`config.mk`:
```
export PLATFORM = sky130hd
export DESIGN_NAME = rdc_tracking_loop
export DESIGN_NICKNAME = d
export VERILOG_FILES = /design/src/rdc_pkg.sv /design/src/rdc_lut_if.sv /design/src/rdc_trig_lut.sv /design/src/rdc_tracking_loop.sv
export VERILOG_INCLUDE_DIRS = /design/src
export SDC_FILE = /design/constraint.sdc
export NUM_CORES = 2
export LEC_CHECK = 0
export ABC_AREA = 1
export BUFFER_PORTS_ARGS = -buffer_cell sky130_fd_sc_hd__buf_4
export CORE_MARGIN = 2
export CORE_UTILIZATION = 40
export CTS_CLUSTER_SIZE = 12
export DETAILED_ROUTE_END_ITERATION = 8
export HOLD_SLACK_MARGIN = 0.1
export PLACE_DENSITY = 0.63
export SLEW_MARGIN = 25
export SYNTH_ARGS = -nofsm -noshare
export SYNTH_HDL_FRONTEND = slang
export SYNTH_SLANG_ARGS = --single-unit
```
`constraint.sdc`:
```
create_clock -name i_mclk -period 9.9 [get_ports i_mclk]
set_input_delay 0 -clock i_mclk [delete_from_list [all_inputs] [get_ports i_mclk]]
set_output_delay 0 -clock i_mclk [all_outputs]
set_load 0.005 [all_outputs]
```
`src/rdc_params.svh`:
```
// Purpose: Constants of the resolver tracking loop: offsets, fields, resets, timing.
// Assumes: 100 MHz system clock, 32-bit Avalon-MM register slave.
// Notes:   Definitions only; included by the package and the loop.
`ifndef RDC_PARAMS_SVH
`define RDC_PARAMS_SVH

// ----------------------------------------------------------------
// Timing
// ----------------------------------------------------------------
`define RDC_CLK_PERIOD_NS     10
`define RDC_FORCED_TIME_NS    5000000
`define RDC_FORCED_CYCLES     (`RDC_FORCED_TIME_NS / `RDC_CLK_PERIOD_NS)
`define RDC_JUDGE_UNIT_NS     50000
`define RDC_JUDGE_UNIT_CYCLES (`RDC_JUDGE_UNIT_NS / `RDC_CLK_PERIOD_NS)

// ----------------------------------------------------------------
// Register offsets (byte addresses)
// ----------------------------------------------------------------
`define RDC_OFS_CTRL    8'h00
`define RDC_OFS_GAIN    8'h04
`define RDC_OFS_ANGLE   8'h08
`define RDC_OFS_STATUS  8'h0C
`define RDC_OFS_MASK    8'h10
`define RDC_OFS_STATE   8'h14

// ----------------------------------------------------------------
// Field positions
// ----------------------------------------------------------------
`define RDC_CTRL_ENABLE   0
`define RDC_CTRL_KI_RESET 1
`define RDC_CTRL_AUTO_BW  2
`define RDC_GAIN_BW_LSB   0
`define RDC_GAIN_JDG_LSB  4
`define RDC_GAIN_MAX_ANGULAR_VELOCITY_SELECT_LSB 8
`define RDC_ST_CONV_ERR   0
`define RDC_ST_TWO_PATH   1
`define RDC_ST_LOW_AMP    2
`define RDC_ST_FORCED_END 3
`define RDC_STATE_BW_LSB  4
`define RDC_STATE_FORCED  8

// ----------------------------------------------------------------
// Reset values and loop constants
// ----------------------------------------------------------------
`define RDC_BW_RST        3'h5
`define RDC_JDG_RST       3'h2
`define RDC_MAX_ANGULAR_VELOCITY_SELECT_RST      3'h1
`define RDC_AGC_MAX       4'hB
`define RDC_KV_NORMAL     4'h4
`define RDC_FORCED_KI_SH  5'h04
`define RDC_FORCED_KP_SH  5'h02
`define RDC_BW_TOP        3'h7
`define RDC_ACC_SH        4
`define RDC_VEL_SH        8
`define RDC_VMAX_BASE     32'h0000_4000
`define RDC_ERR_SMALL     17'h0_0010
`define RDC_ERR_LARGE     17'h0_0400
`define RDC_CONV_ERR_TH   17'h0_1000
`define RDC_TWO_PATH_TH   17'h0_0200
`define RDC_AMP_MIN       12'h200

`endif

```
`src/rdc_pkg.sv`:
```
// Purpose: Types shared by the tracking loop and its table memory.
// Assumes: rdc_params.svh supplies the widths and constants.
// Notes:   All state of the loop and table modules lives in the packed structs below.
package rdc_pkg;
    `include "rdc_params.svh"

    // Sample sequencer states, one-hot
    typedef enum logic [2:0] {
        RDC_ST_IDLE   = 3'b001,
        RDC_ST_LOOKUP = 3'b010,
        RDC_ST_UPDATE = 3'b100
    } rdc_state_t;

    // Table memory state
    typedef struct packed {
        logic signed [11:0] sin_v;
        logic signed [11:0] cos_v;
    } rdc_lut_regs_t;

    // Tracking loop state
    typedef struct packed {
        rdc_state_t         st;
        logic               sync1;
        logic               sync2;
        logic signed [11:0] sin_s;
        logic signed [11:0] cos_s;
        logic               ref_s;
        logic signed [31:0] dev_acc;
        logic signed [15:0] err;
        logic signed [31:0] vel;
        logic [15:0]        angle;
        logic [31:0]        judge_cnt;
        logic [31:0]        forced_cnt;
        logic               forced;
        logic               ki_pend;
        logic [3:0]         agc;
        logic [2:0]         bw;
        logic [11:0]        peak;
        logic               amp_ok;
        logic               enable;
        logic               auto_bw;
        logic [2:0]         bw_sel;
        logic [2:0]         jdg_sel;
        logic [2:0]         max_angular_velocity_select_sel;
        logic [3:0]         status;
        logic [3:0]         mask;
        logic               irq;
        logic [31:0]        rdata;
        logic               waitreq;
    } rdc_regs_t;
endpackage

```
`src/rdc_lut_if.sv`:
```
// Purpose: Carrier between the tracking loop and its trig table.
// Assumes: Table answers one clock after the index changes.
// Notes:   Index is the top seven bits of the held angle.
interface rdc_lut_if;
    logic [6:0]         idx;
    logic signed [11:0] sin_v;
    logic signed [11:0] cos_v;

    modport lut  (input idx, output sin_v, output cos_v);
    modport loop (output idx, input sin_v, input cos_v);
endinterface

```
`src/rdc_trig_lut.sv`:
```
// Purpose: Sine and cosine of the held angle from a quarter-wave table.
// Assumes: 128 steps per turn, amplitude 2047.
// Notes:   Outputs are registered; one clock of latency.
module rdc_trig_lut (
    input  wire logic i_mclk,
    input  wire logic i_rst,
    rdc_lut_if.lut    lut
);
    import rdc_pkg::*;

    rdc_lut_regs_t q;
    rdc_lut_regs_t n;

    // ----------------------------------------------------------------
    // Quarter-wave table
    // ----------------------------------------------------------------
    function automatic logic [11:0] quarter(input logic [5:0] k);
        logic [11:0] t [0:32];
        t = '{12'h000, 12'h064, 12'h0C9, 12'h12C, 12'h18F, 12'h1F1, 12'h252,
              12'h2B2, 12'h30F, 12'h36B, 12'h3C5, 12'h41C, 12'h471, 12'h4C3,
              12'h513, 12'h55F, 12'h5A7, 12'h5ED, 12'h62E, 12'h66C, 12'h6A6,
              12'h6DC, 12'h70D, 12'h73A, 12'h763, 12'h787, 12'h7A7, 12'h7C2,
              12'h7D8, 12'h7E9, 12'h7F5, 12'h7FD, 12'h7FF};
        return t[k];
    endfunction

    // Sine of a seven-bit angle by quadrant folding
    function automatic logic signed [11:0] sine(input logic [6:0] a);
        logic [11:0] m;
        m = a[5] ? quarter(6'h20 - {1'b0, a[4:0]}) : quarter({1'b0, a[4:0]});
        return a[6] ? -$signed(m) : $signed(m);
    endfunction

    // Next state
    always_comb begin
        n       = q;
        n.sin_v = sine(lut.idx);
        n.cos_v = sine(7'(lut.idx + 7'h20));
    end

    // State register
    always_ff @(posedge i_mclk) begin
        if (i_rst) begin
            q <= '0;
        end else begin
            q <= n;
        end
    end

    assign lut.sin_v = q.sin_v;
    assign lut.cos_v = q.cos_v;
endmodule

```
`src/rdc_tracking_loop.sv`:
```
// Purpose: Type II tracking loop turning resolver sine/cosine into an angle.
// Assumes: ADC samples arrive on the system clock; excitation polarity is a pin.
// Notes:   Avalon-MM slave with waitrequest; one level interrupt.
// Behaviour
// - Product difference: sine sample times table cosine minus cosine sample times table sine.
// - Synchronous detection against excitation polarity yields deviation input minus held angle.
// - Negative feedback Type II loop drives deviation to zero; held angle is output.
// - Output angle rises or falls with the sign of the deviation.
// - PI compensator gains inside the loop set the loop bandwidth.
// - Bandwidth defaults to 800 Hz after reset and is software selectable.
// - Automatic mode lowers bandwidth on small deviation, raises it on large.
// - Bandwidth shapes step response only; steady speed is held by the integrator.
// - Integral reset on a weak signal tracks it badly; flagged as low amplitude.
// - Forced gain uses twelve-level AGC, starting at velocity gain x128.
// - During forced gain AGC picks velocity gain; integral and proportional gains fixed.
// - Forced gain lasts 5 ms after each integral reset.
// - Conversion error and two-path comparison error are flagged.
//
// The register addresses and register access over Avalon-MM were left to the implementer.
`include "rdc_params.svh"

module rdc_tracking_loop #(
    parameter int unsigned FORCED_CYCLES     = `RDC_FORCED_CYCLES,
    parameter int unsigned JUDGE_UNIT_CYCLES = `RDC_JUDGE_UNIT_CYCLES
) (
    input  wire logic               i_mclk,
    input  wire logic               i_rst,
    input  wire logic [7:0]         i_address,
    input  wire logic               i_read,
    input  wire logic               i_write,
    input  wire logic [31:0]        i_writedata,
    output logic [31:0]             o_readdata,
    output logic                    o_waitrequest,
    input  wire logic               i_sample_valid,
    input  wire logic signed [11:0] i_sin,
    input  wire logic signed [11:0] i_cos,
    input  wire logic               i_exc_ref,
    input  wire logic [15:0]        i_alt_angle,
    output logic [15:0]             o_angle,
    output logic                    o_forced_active,
    output logic                    o_irq
);
    import rdc_pkg::*;

    rdc_regs_t          q;
    rdc_regs_t          n;
    rdc_lut_if          lut ();

    logic               wr_go;
    logic               ki_go;
    logic               tick;
    logic [31:0]        judge_len;
    logic signed [25:0] diff;
    logic signed [31:0] contrib;
    logic signed [15:0] e_now;
    logic [16:0]        e_abs;
    logic [16:0]        pair_abs;
    logic [3:0]         kv_lvl;
    logic [4:0]         ki_sh;
    logic [4:0]         kp_sh;
    logic signed [31:0] vmax;
    logic signed [31:0] vel_sum;
    logic signed [31:0] vel_new;
    logic signed [31:0] prop;
    logic [3:0]         set;
    logic [3:0]         clr;

    // ----------------------------------------------------------------
    // Helpers
    // ----------------------------------------------------------------
    function automatic logic [16:0] abs17(input logic signed [31:0] x);
        logic signed [16:0] y;
        y = 17'(x);
        return (y < 0) ? 17'(-y) : 17'(y);
    endfunction

    function automatic logic signed [15:0] sat16(input logic signed [31:0] x);
        if (x > 32'sd32767) begin
            return 16'h7FFF;
        end else if (x < -32'sd32768) begin
            return 16'h8000;
        end
        return 16'(x);
    endfunction

    // Deviation scaled by velocity gain level, then by a PI shift
    function automatic logic signed [31:0] gain_term(input logic signed [15:0] e,
                                                     input logic [3:0] lvl,
                                                     input logic [4:0] sh);
        logic signed [31:0] x;
        x = 32'(e) <<< lvl;
        return x >>> (5'h04 + sh);
    endfunction

    // Judgement period in 50 us units
    function automatic logic [5:0] judge_mult(input logic [2:0] s);
        case (s)
            3'h0:    return 6'h01;
            3'h1:    return 6'h02;
            3'h2:    return 6'h04;
            3'h3:    return 6'h08;
            3'h4:    return 6'h0C;
            3'h5:    return 6'h10;
            3'h6:    return 6'h14;
            default: return 6'h20;
        endcase
    endfunction

    function automatic logic [31:0] read_word(input logic [7:0] a);
        logic [31:0] r;
        r = '0;
        if (a == `RDC_OFS_CTRL) begin
            r[`RDC_CTRL_ENABLE]  = q.enable;
            r[`RDC_CTRL_AUTO_BW] = q.auto_bw;
        end else if (a == `RDC_OFS_GAIN) begin
            r[`RDC_GAIN_BW_LSB +: 3]   = q.bw_sel;
            r[`RDC_GAIN_JDG_LSB +: 3]  = q.jdg_sel;
            r[`RDC_GAIN_MAX_ANGULAR_VELOCITY_SELECT_LSB +: 3] = q.max_angular_velocity_select_sel;
        end else if (a == `RDC_OFS_ANGLE) begin
            r[15:0] = q.angle;
        end else if (a == `RDC_OFS_STATUS) begin
            r[3:0] = q.status;
        end else if (a == `RDC_OFS_MASK) begin
            r[3:0] = q.mask;
        end else if (a == `RDC_OFS_STATE) begin
            r[3:0]                    = q.agc;
            r[`RDC_STATE_BW_LSB +: 3] = q.bw;
            r[`RDC_STATE_FORCED]      = q.forced;
        end
        return r;
    endfunction

    // ----------------------------------------------------------------
    // Table memory
    // ----------------------------------------------------------------
    rdc_trig_lut u_lut (
        .i_mclk (i_mclk),
        .i_rst  (i_rst),
        .lut    (lut.lut)
    );

    assign lut.idx = q.angle[15:9];

    // ----------------------------------------------------------------
    // Datapath terms
    // ----------------------------------------------------------------
    // Bus strobes and integral reset request
    assign wr_go = i_write && !q.waitreq;
    assign ki_go = q.enable && (q.ki_pend || (wr_go && i_address == `RDC_OFS_CTRL
                   && i_writedata[`RDC_CTRL_KI_RESET]));
    assign tick  = (q.judge_cnt == 32'h0);
    assign judge_len = 32'(JUDGE_UNIT_CYCLES) * 32'(judge_mult(q.jdg_sel));

    // Product difference and synchronous detection
    assign diff    = 26'(q.sin_s * lut.cos_v) - 26'(q.cos_s * lut.sin_v);
    assign contrib = q.ref_s ? 32'(diff >>> 11) : -32'(diff >>> 11);
    assign e_now   = sat16(q.dev_acc >>> `RDC_ACC_SH);
    assign e_abs   = abs17(32'(e_now));
    assign pair_abs = abs17(32'($signed(16'(q.angle - i_alt_angle))));

    // PI gains: fixed pair with AGC gain while forced, else from bandwidth
    assign kv_lvl = q.forced ? q.agc : `RDC_KV_NORMAL;
    assign kp_sh  = q.forced ? `RDC_FORCED_KP_SH : 5'(`RDC_BW_TOP - q.bw);
    assign ki_sh  = q.forced ? `RDC_FORCED_KI_SH : 5'({`RDC_BW_TOP - q.bw, 1'b0});
    assign vmax   = `RDC_VMAX_BASE <<< q.max_angular_velocity_select_sel;

    // Integral and proportional terms of the compensator
    assign vel_sum = q.vel + gain_term(e_now, kv_lvl, ki_sh);
    assign vel_new = (vel_sum > vmax) ? vmax : (vel_sum < -vmax) ? -vmax : vel_sum;
    assign prop    = gain_term(e_now, kv_lvl, kp_sh);

    // ----------------------------------------------------------------
    // Next state
    // ----------------------------------------------------------------
    always_comb begin
        n       = q;
        set     = '0;
        clr     = '0;
        n.sync1 = i_exc_ref;
        n.sync2 = q.sync1;

        // Bus slave: one wait cycle, then answer
        n.waitreq = 1'b1;
        if ((i_read || i_write) && q.waitreq) begin
            n.waitreq = 1'b0;
            n.rdata   = read_word(i_address);
        end
        if (wr_go) begin
            if (i_address == `RDC_OFS_CTRL) begin
                n.enable  = i_writedata[`RDC_CTRL_ENABLE];
                n.auto_bw = i_writedata[`RDC_CTRL_AUTO_BW];
            end else if (i_address == `RDC_OFS_GAIN) begin
                n.bw_sel   = i_writedata[`RDC_GAIN_BW_LSB +: 3];
                n.jdg_sel  = i_writedata[`RDC_GAIN_JDG_LSB +: 3];
                n.max_angular_velocity_select_sel = i_writedata[`RDC_GAIN_MAX_ANGULAR_VELOCITY_SELECT_LSB +: 3];
            end else if (i_address == `RDC_OFS_STATUS) begin
                clr = i_writedata[3:0];
            end else if (i_address == `RDC_OFS_MASK) begin
                n.mask = i_writedata[3:0];
            end
        end

        // Sample sequencer
        case (q.st)
            RDC_ST_IDLE: begin
                if (i_sample_valid && q.enable) begin
                    n.sin_s = i_sin;
                    n.cos_s = i_cos;
                    n.ref_s = q.sync2;
                    n.st    = RDC_ST_LOOKUP;
                end
            end
            RDC_ST_LOOKUP: begin
                n.st = RDC_ST_UPDATE;
            end
            RDC_ST_UPDATE: begin
                n.st = RDC_ST_IDLE;
                if (abs17(32'(q.sin_s)) > 17'(n.peak)) begin
                    n.peak = 12'(abs17(32'(q.sin_s)));
                end
                if (abs17(32'(q.cos_s)) > 17'(n.peak)) begin
                    n.peak = 12'(abs17(32'(q.cos_s)));
                end
            end
            default: begin
                n.st = RDC_ST_IDLE;
            end
        endcase

        // Deviation accumulation and angle integration
        if (q.st == RDC_ST_UPDATE) begin
            n.dev_acc = q.dev_acc + contrib;
            n.angle   = q.angle + 16'(q.vel >>> `RDC_VEL_SH);
        end

        // Judgement period: apply compensator and adapt gains
        if (tick) begin
            n.judge_cnt = judge_len - 32'h1;
            n.err       = e_now;
            n.dev_acc   = (q.st == RDC_ST_UPDATE) ? contrib : 32'sh0;
            n.amp_ok    = (q.peak >= `RDC_AMP_MIN);
            n.peak      = '0;
            if (q.enable) begin
                n.vel   = vel_new;
                n.angle = n.angle + 16'(prop);
            end
            if (q.forced) begin
                if (e_abs > `RDC_ERR_LARGE && q.agc < `RDC_AGC_MAX) begin
                    n.agc = q.agc + 4'h1;
                end else if (e_abs < `RDC_ERR_SMALL && q.agc != 4'h0) begin
                    n.agc = q.agc - 4'h1;
                end
            end else if (q.auto_bw) begin
                if (e_abs > `RDC_ERR_LARGE && q.bw != `RDC_BW_TOP) begin
                    n.bw = q.bw + 3'h1;
                end else if (e_abs < `RDC_ERR_SMALL && q.bw != 3'h0) begin
                    n.bw = q.bw - 3'h1;
                end
            end
            set[`RDC_ST_CONV_ERR] = q.enable && (e_abs > `RDC_CONV_ERR_TH);
            set[`RDC_ST_TWO_PATH] = q.enable && (pair_abs > `RDC_TWO_PATH_TH);
        end else begin
            n.judge_cnt = q.judge_cnt - 32'h1;
        end
        if (!q.auto_bw) begin
            n.bw = q.bw_sel;
        end

        // Forced gain period countdown
        if (q.forced) begin
            if (q.forced_cnt == 32'h0) begin
                n.forced                = 1'b0;
                set[`RDC_ST_FORCED_END] = 1'b1;
            end else begin
                n.forced_cnt = q.forced_cnt - 32'h1;
            end
        end

        // Integral reset starts a forced gain period
        if (ki_go) begin
            n.ki_pend    = 1'b0;
            n.vel        = '0;
            n.dev_acc    = '0;
            n.forced     = 1'b1;
            n.forced_cnt = 32'(FORCED_CYCLES) - 32'h1;
            n.agc        = `RDC_AGC_MAX;
            set[`RDC_ST_LOW_AMP] = !q.amp_ok;
        end

        // Sticky status, set wins over clear
        n.status = (q.status & ~clr) | set;
        n.irq    = |(n.status & n.mask);
    end

    // State register
    always_ff @(posedge i_mclk) begin
        if (i_rst) begin
            q          <= '0;
            q.st       <= RDC_ST_IDLE;
            q.ki_pend  <= 1'b1;
            q.agc      <= `RDC_AGC_MAX;
            q.bw       <= `RDC_BW_RST;
            q.bw_sel   <= `RDC_BW_RST;
            q.jdg_sel  <= `RDC_JDG_RST;
            q.max_angular_velocity_select_sel <= `RDC_MAX_ANGULAR_VELOCITY_SELECT_RST;
            q.waitreq  <= 1'b1;
        end else begin
            q <= n;
        end
    end

    assign o_readdata      = q.rdata;
    assign o_waitrequest   = q.waitreq;
    assign o_angle         = q.angle;
    assign o_forced_active = q.forced;
    assign o_irq           = q.irq;
endmodule

```
==> metrics.md <==
| Metric | Value |
|---|---|
| Crit-path slowest cell | fa_1 |
| Netlist Area Pre-Place | 37800 um^2 |
| Layout area overhead | 9.76% |
| Placer congestion estimate | 0.966 |
| Final hold violations | 0 |
| CP most frequent cell | nand2_1 |
| Status | finished clean |
| Maxcap violations | 0 |
| Full die area | 97000 um^2 |
| CTS tree | done |
| Vias in the first global route | 34689 |
| # port buffers | 98 |
| CP endpoint kind | flop |
| Core Region | 93500 um^2 |
| Mean Syn Cell Area | 6.65 um^2 |
| Drt drc | 0 |
| WHS | 0.163 ns |
| Rows | 112 |
| Max clock buf depth | 3 |
| Commonest non-fill, non-tap cells in the layout | 1278 x nand2_1, 1118 x inv_1, 418 x nor2_1 |
| Synth warn | 0 |
| Synth top area cells | fa_1 18%, dfxtp_1 14%, nand2_1 13%, inv_1 11%, ha_1 10% |
| WP data required | 10.41 ns |
| Final ANT Viol Nets | 0 |
| Leakage | 22.0 nW |
| Critical path's largest stage delay | 0.58 ns |
| Worst Tran Pin Value | 1.02 ns |
| Avg WL per Cell | 16.1 um |
| Min Tclk post-route | 9.29 ns |
| Crit path DAT | 9.80 ns |
| H-tree depth | 2 |
| Seq/Total Area, Yosys | 13.6% |
| Post-synth top area cell | fa_1 |
| CP Launch Type | flop |
| Largest net degree at the start of global routing | 71 |
| CTS Buf Count | 36 |
| Die span in y | 312 um |
| Gate Count Post-Synth | 5689 |
| Area share of the largest cell type after synthesis | 17.9% |
| Starting Density | 40.5% |
| Max rail drop VDD | 125 uV |
| Io pins | 137 |
| Yosys reg bits | 257 |
| Initial antenna violation count | 1 |
| Die W | 312 um |
| Most common cell after layout, fill and taps aside | nand2_1 |
| First-pass GRT wire length | 185000 um |
| All-Layer GR Usage | 23.4% |
| Power consumption | 0.00372 W |
| CP Class | reg2reg |
| Power Dens Cells | 89.6 nW/um^2 |
| Clk Latency, worst-skew pair | 0.61 ns |
| Clock transition at the registers of the reported paths | 0.06 ns |
| Distinct cells, synth | 78 |
| CTS sink cnt | 257 |
| # setup viols final | 0 |
| Vias per std cell | 5.09 |
| Max-slew violation count | 0 |
| Final period util | 93.8% |
| Iteration-0 DRC Markers | 2878 |
| Initial DRT Pass Iterations | 6 |
| Setup TNS | 0 ns |
| Via count | 35769 |
| Share of cells above drive strength 1 | 7.21% |
| Slew headroom | 31.6% |
| GRT Residual Overflow | 0 |
| Root buffer cell | clkbuf_16 |
| Critical Path Fanout Max | 6 |
| Post-DP HPWL | 91900 um |
| EDFF count, synth | 0 |
| Fmax | 0.108 GHz |
| Fin nets | 6476 |
| Top FF cell, synth | dfxtp_1 |
| Clock skew | 0.0503 ns |
| Final WL | 113000 um |
| Post-synthesis async set-or-reset flop share | 0% |
| Hold Path Class | in2reg |
[worst max-delay path: cells and delay by family (launching register included)]
| family | cells | cell delay [ns] |
|---|---|---|
| flip-flops | 1 | 0.51 |
| AO/OA/AOI/OAI | 6 | 1.02 |
| buffers and inverters | 7 | 0.40 |
| adder cells (fa/ha/maj) | 11 | 4.81 |
| AND/OR/NAND/NOR | 20 | 2.11 |
| XOR/XNOR | 2 | 0.36 |
[cells by family after synthesis]
group                    after synthesis  synth area share (%)
AND/OR/NAND/NOR                     2199                  24.5
multiplexers                           4                 0.106
buffers and inverters               1378                  14.3
adder cells (fa/ha/maj)              650                  28.2
AO/OA/AOI/OAI                       1039                  15.4
flip-flops                           257                  13.6
other                                  1               0.00991
XOR/XNOR                             161                  3.81
[synth_stat cells, types with 8 or more instances]
library cell,n
nor3_1,59
xnor2_1,62
fa_1,338
a21o_1,11
inv_1,1119
nand2_2,22
ha_1,312
o211ai_1,56
xor2_1,95
nand3_1,253
a21boi_0,9
buf_2,23
nand2_1,1279
nor4_1,18
o31ai_1,10
nor2_2,14
o21ai_1,48
clkbuf_1,147
inv_2,21
or2_2,20
clkinv_1,8
nand3b_1,11
dfxtp_1,257
a31oi_1,30
a21oi_2,10
o21a_1,18
a21oi_1,388
o221ai_1,10
o21bai_1,19
nand4_1,55
o21ai_2,9
nor2_1,423
o21ai_0,371
buf_4,50
[layout make-up]
cell class	count	area [um^2]
antenna	1	2.50
clock buffer	45	985
clock inverter	21	251
fill	9799	52000
inverter	1148	4310
multi-input combinational	4073	27400
sequential	257	5190
tap	1254	1570
timing repair buffer	224	1800
[per-stage QoR]
step           setup slack (ns)  area [um^2]  cells  util, %
5_1_grt                -0.00162        41500   7023     44.4
4_1_cts                   0.294        41400   7020     44.3
3_5_place_dp              0.315        39700   6907     42.5
2_1_floorplan             0.640        37900   5708        -
6_report                  0.609        41500   7023     44.4
3_3_place_gp              0.448        39700   6907     42.5
[registers in the layout, indices dropped and copies added, names as in the netlist]
signal           flops
n                    1
q                  197
u_lut.lut.cos_v     12
u_lut.lut.sin_v     12
o_waitrequest        1
o_forced_active      1
o_irq                1
o_readdata          16
o_angle             16
[repair_timing]
action                                  4_1_cts  5_1_grt
endpoints found under the setup margin        0       14
setup buffers                                 0        2
gates resized for setup                       0       47
hold buffers                                 47        0
endpoints found under the hold margin        95        0
[metal layers]
metal / GRT usage [%] / up-vias / wire length (um) / part of all wire (%)
met5: 0 / - / 0 / 0
met4: 6.86 / 0 / 3510 / 3.1
met3: 2.97 / 158 / 6030 / 5.3
met2: 39.0 / 862 / 52500 / 46
met1: 31.5 / 16805 / 51000 / 45
li1: - / 17944 / - / -
[worst paths after layout]
path	start	endpoint	slack, ns	depth (start not counted)
worst max-delay path	u_lut.lut.cos_v[3]$_SDFF_PP0_	q[234]$_SDFFE_PP0P_	0.61	46
worst min-delay path	i_sample_valid	q[263]$_SDFFE_PP0P_	0.16	5
worst max register to register	u_lut.lut.cos_v[3]$_SDFF_PP0_	q[234]$_SDFFE_PP0P_	0.61	46
worst min register to register	q[107]$_SDFF_PP0_	q[107]$_SDFF_PP0_	0.43	1
[power by group]
| group | total (W) | internal (W) | switching [W] |
|---|---|---|---|
| Sequential | 0.00115 | 0.00109 | 0.0000610 |
| Combinational | 0.00118 | 0.000411 | 0.000773 |
| Clock | 0.00138 | 0.000800 | 0.000581 |
| Total | 0.00372 | 0.00230 | 0.00141 |
(Power assumes the default switching activity.)
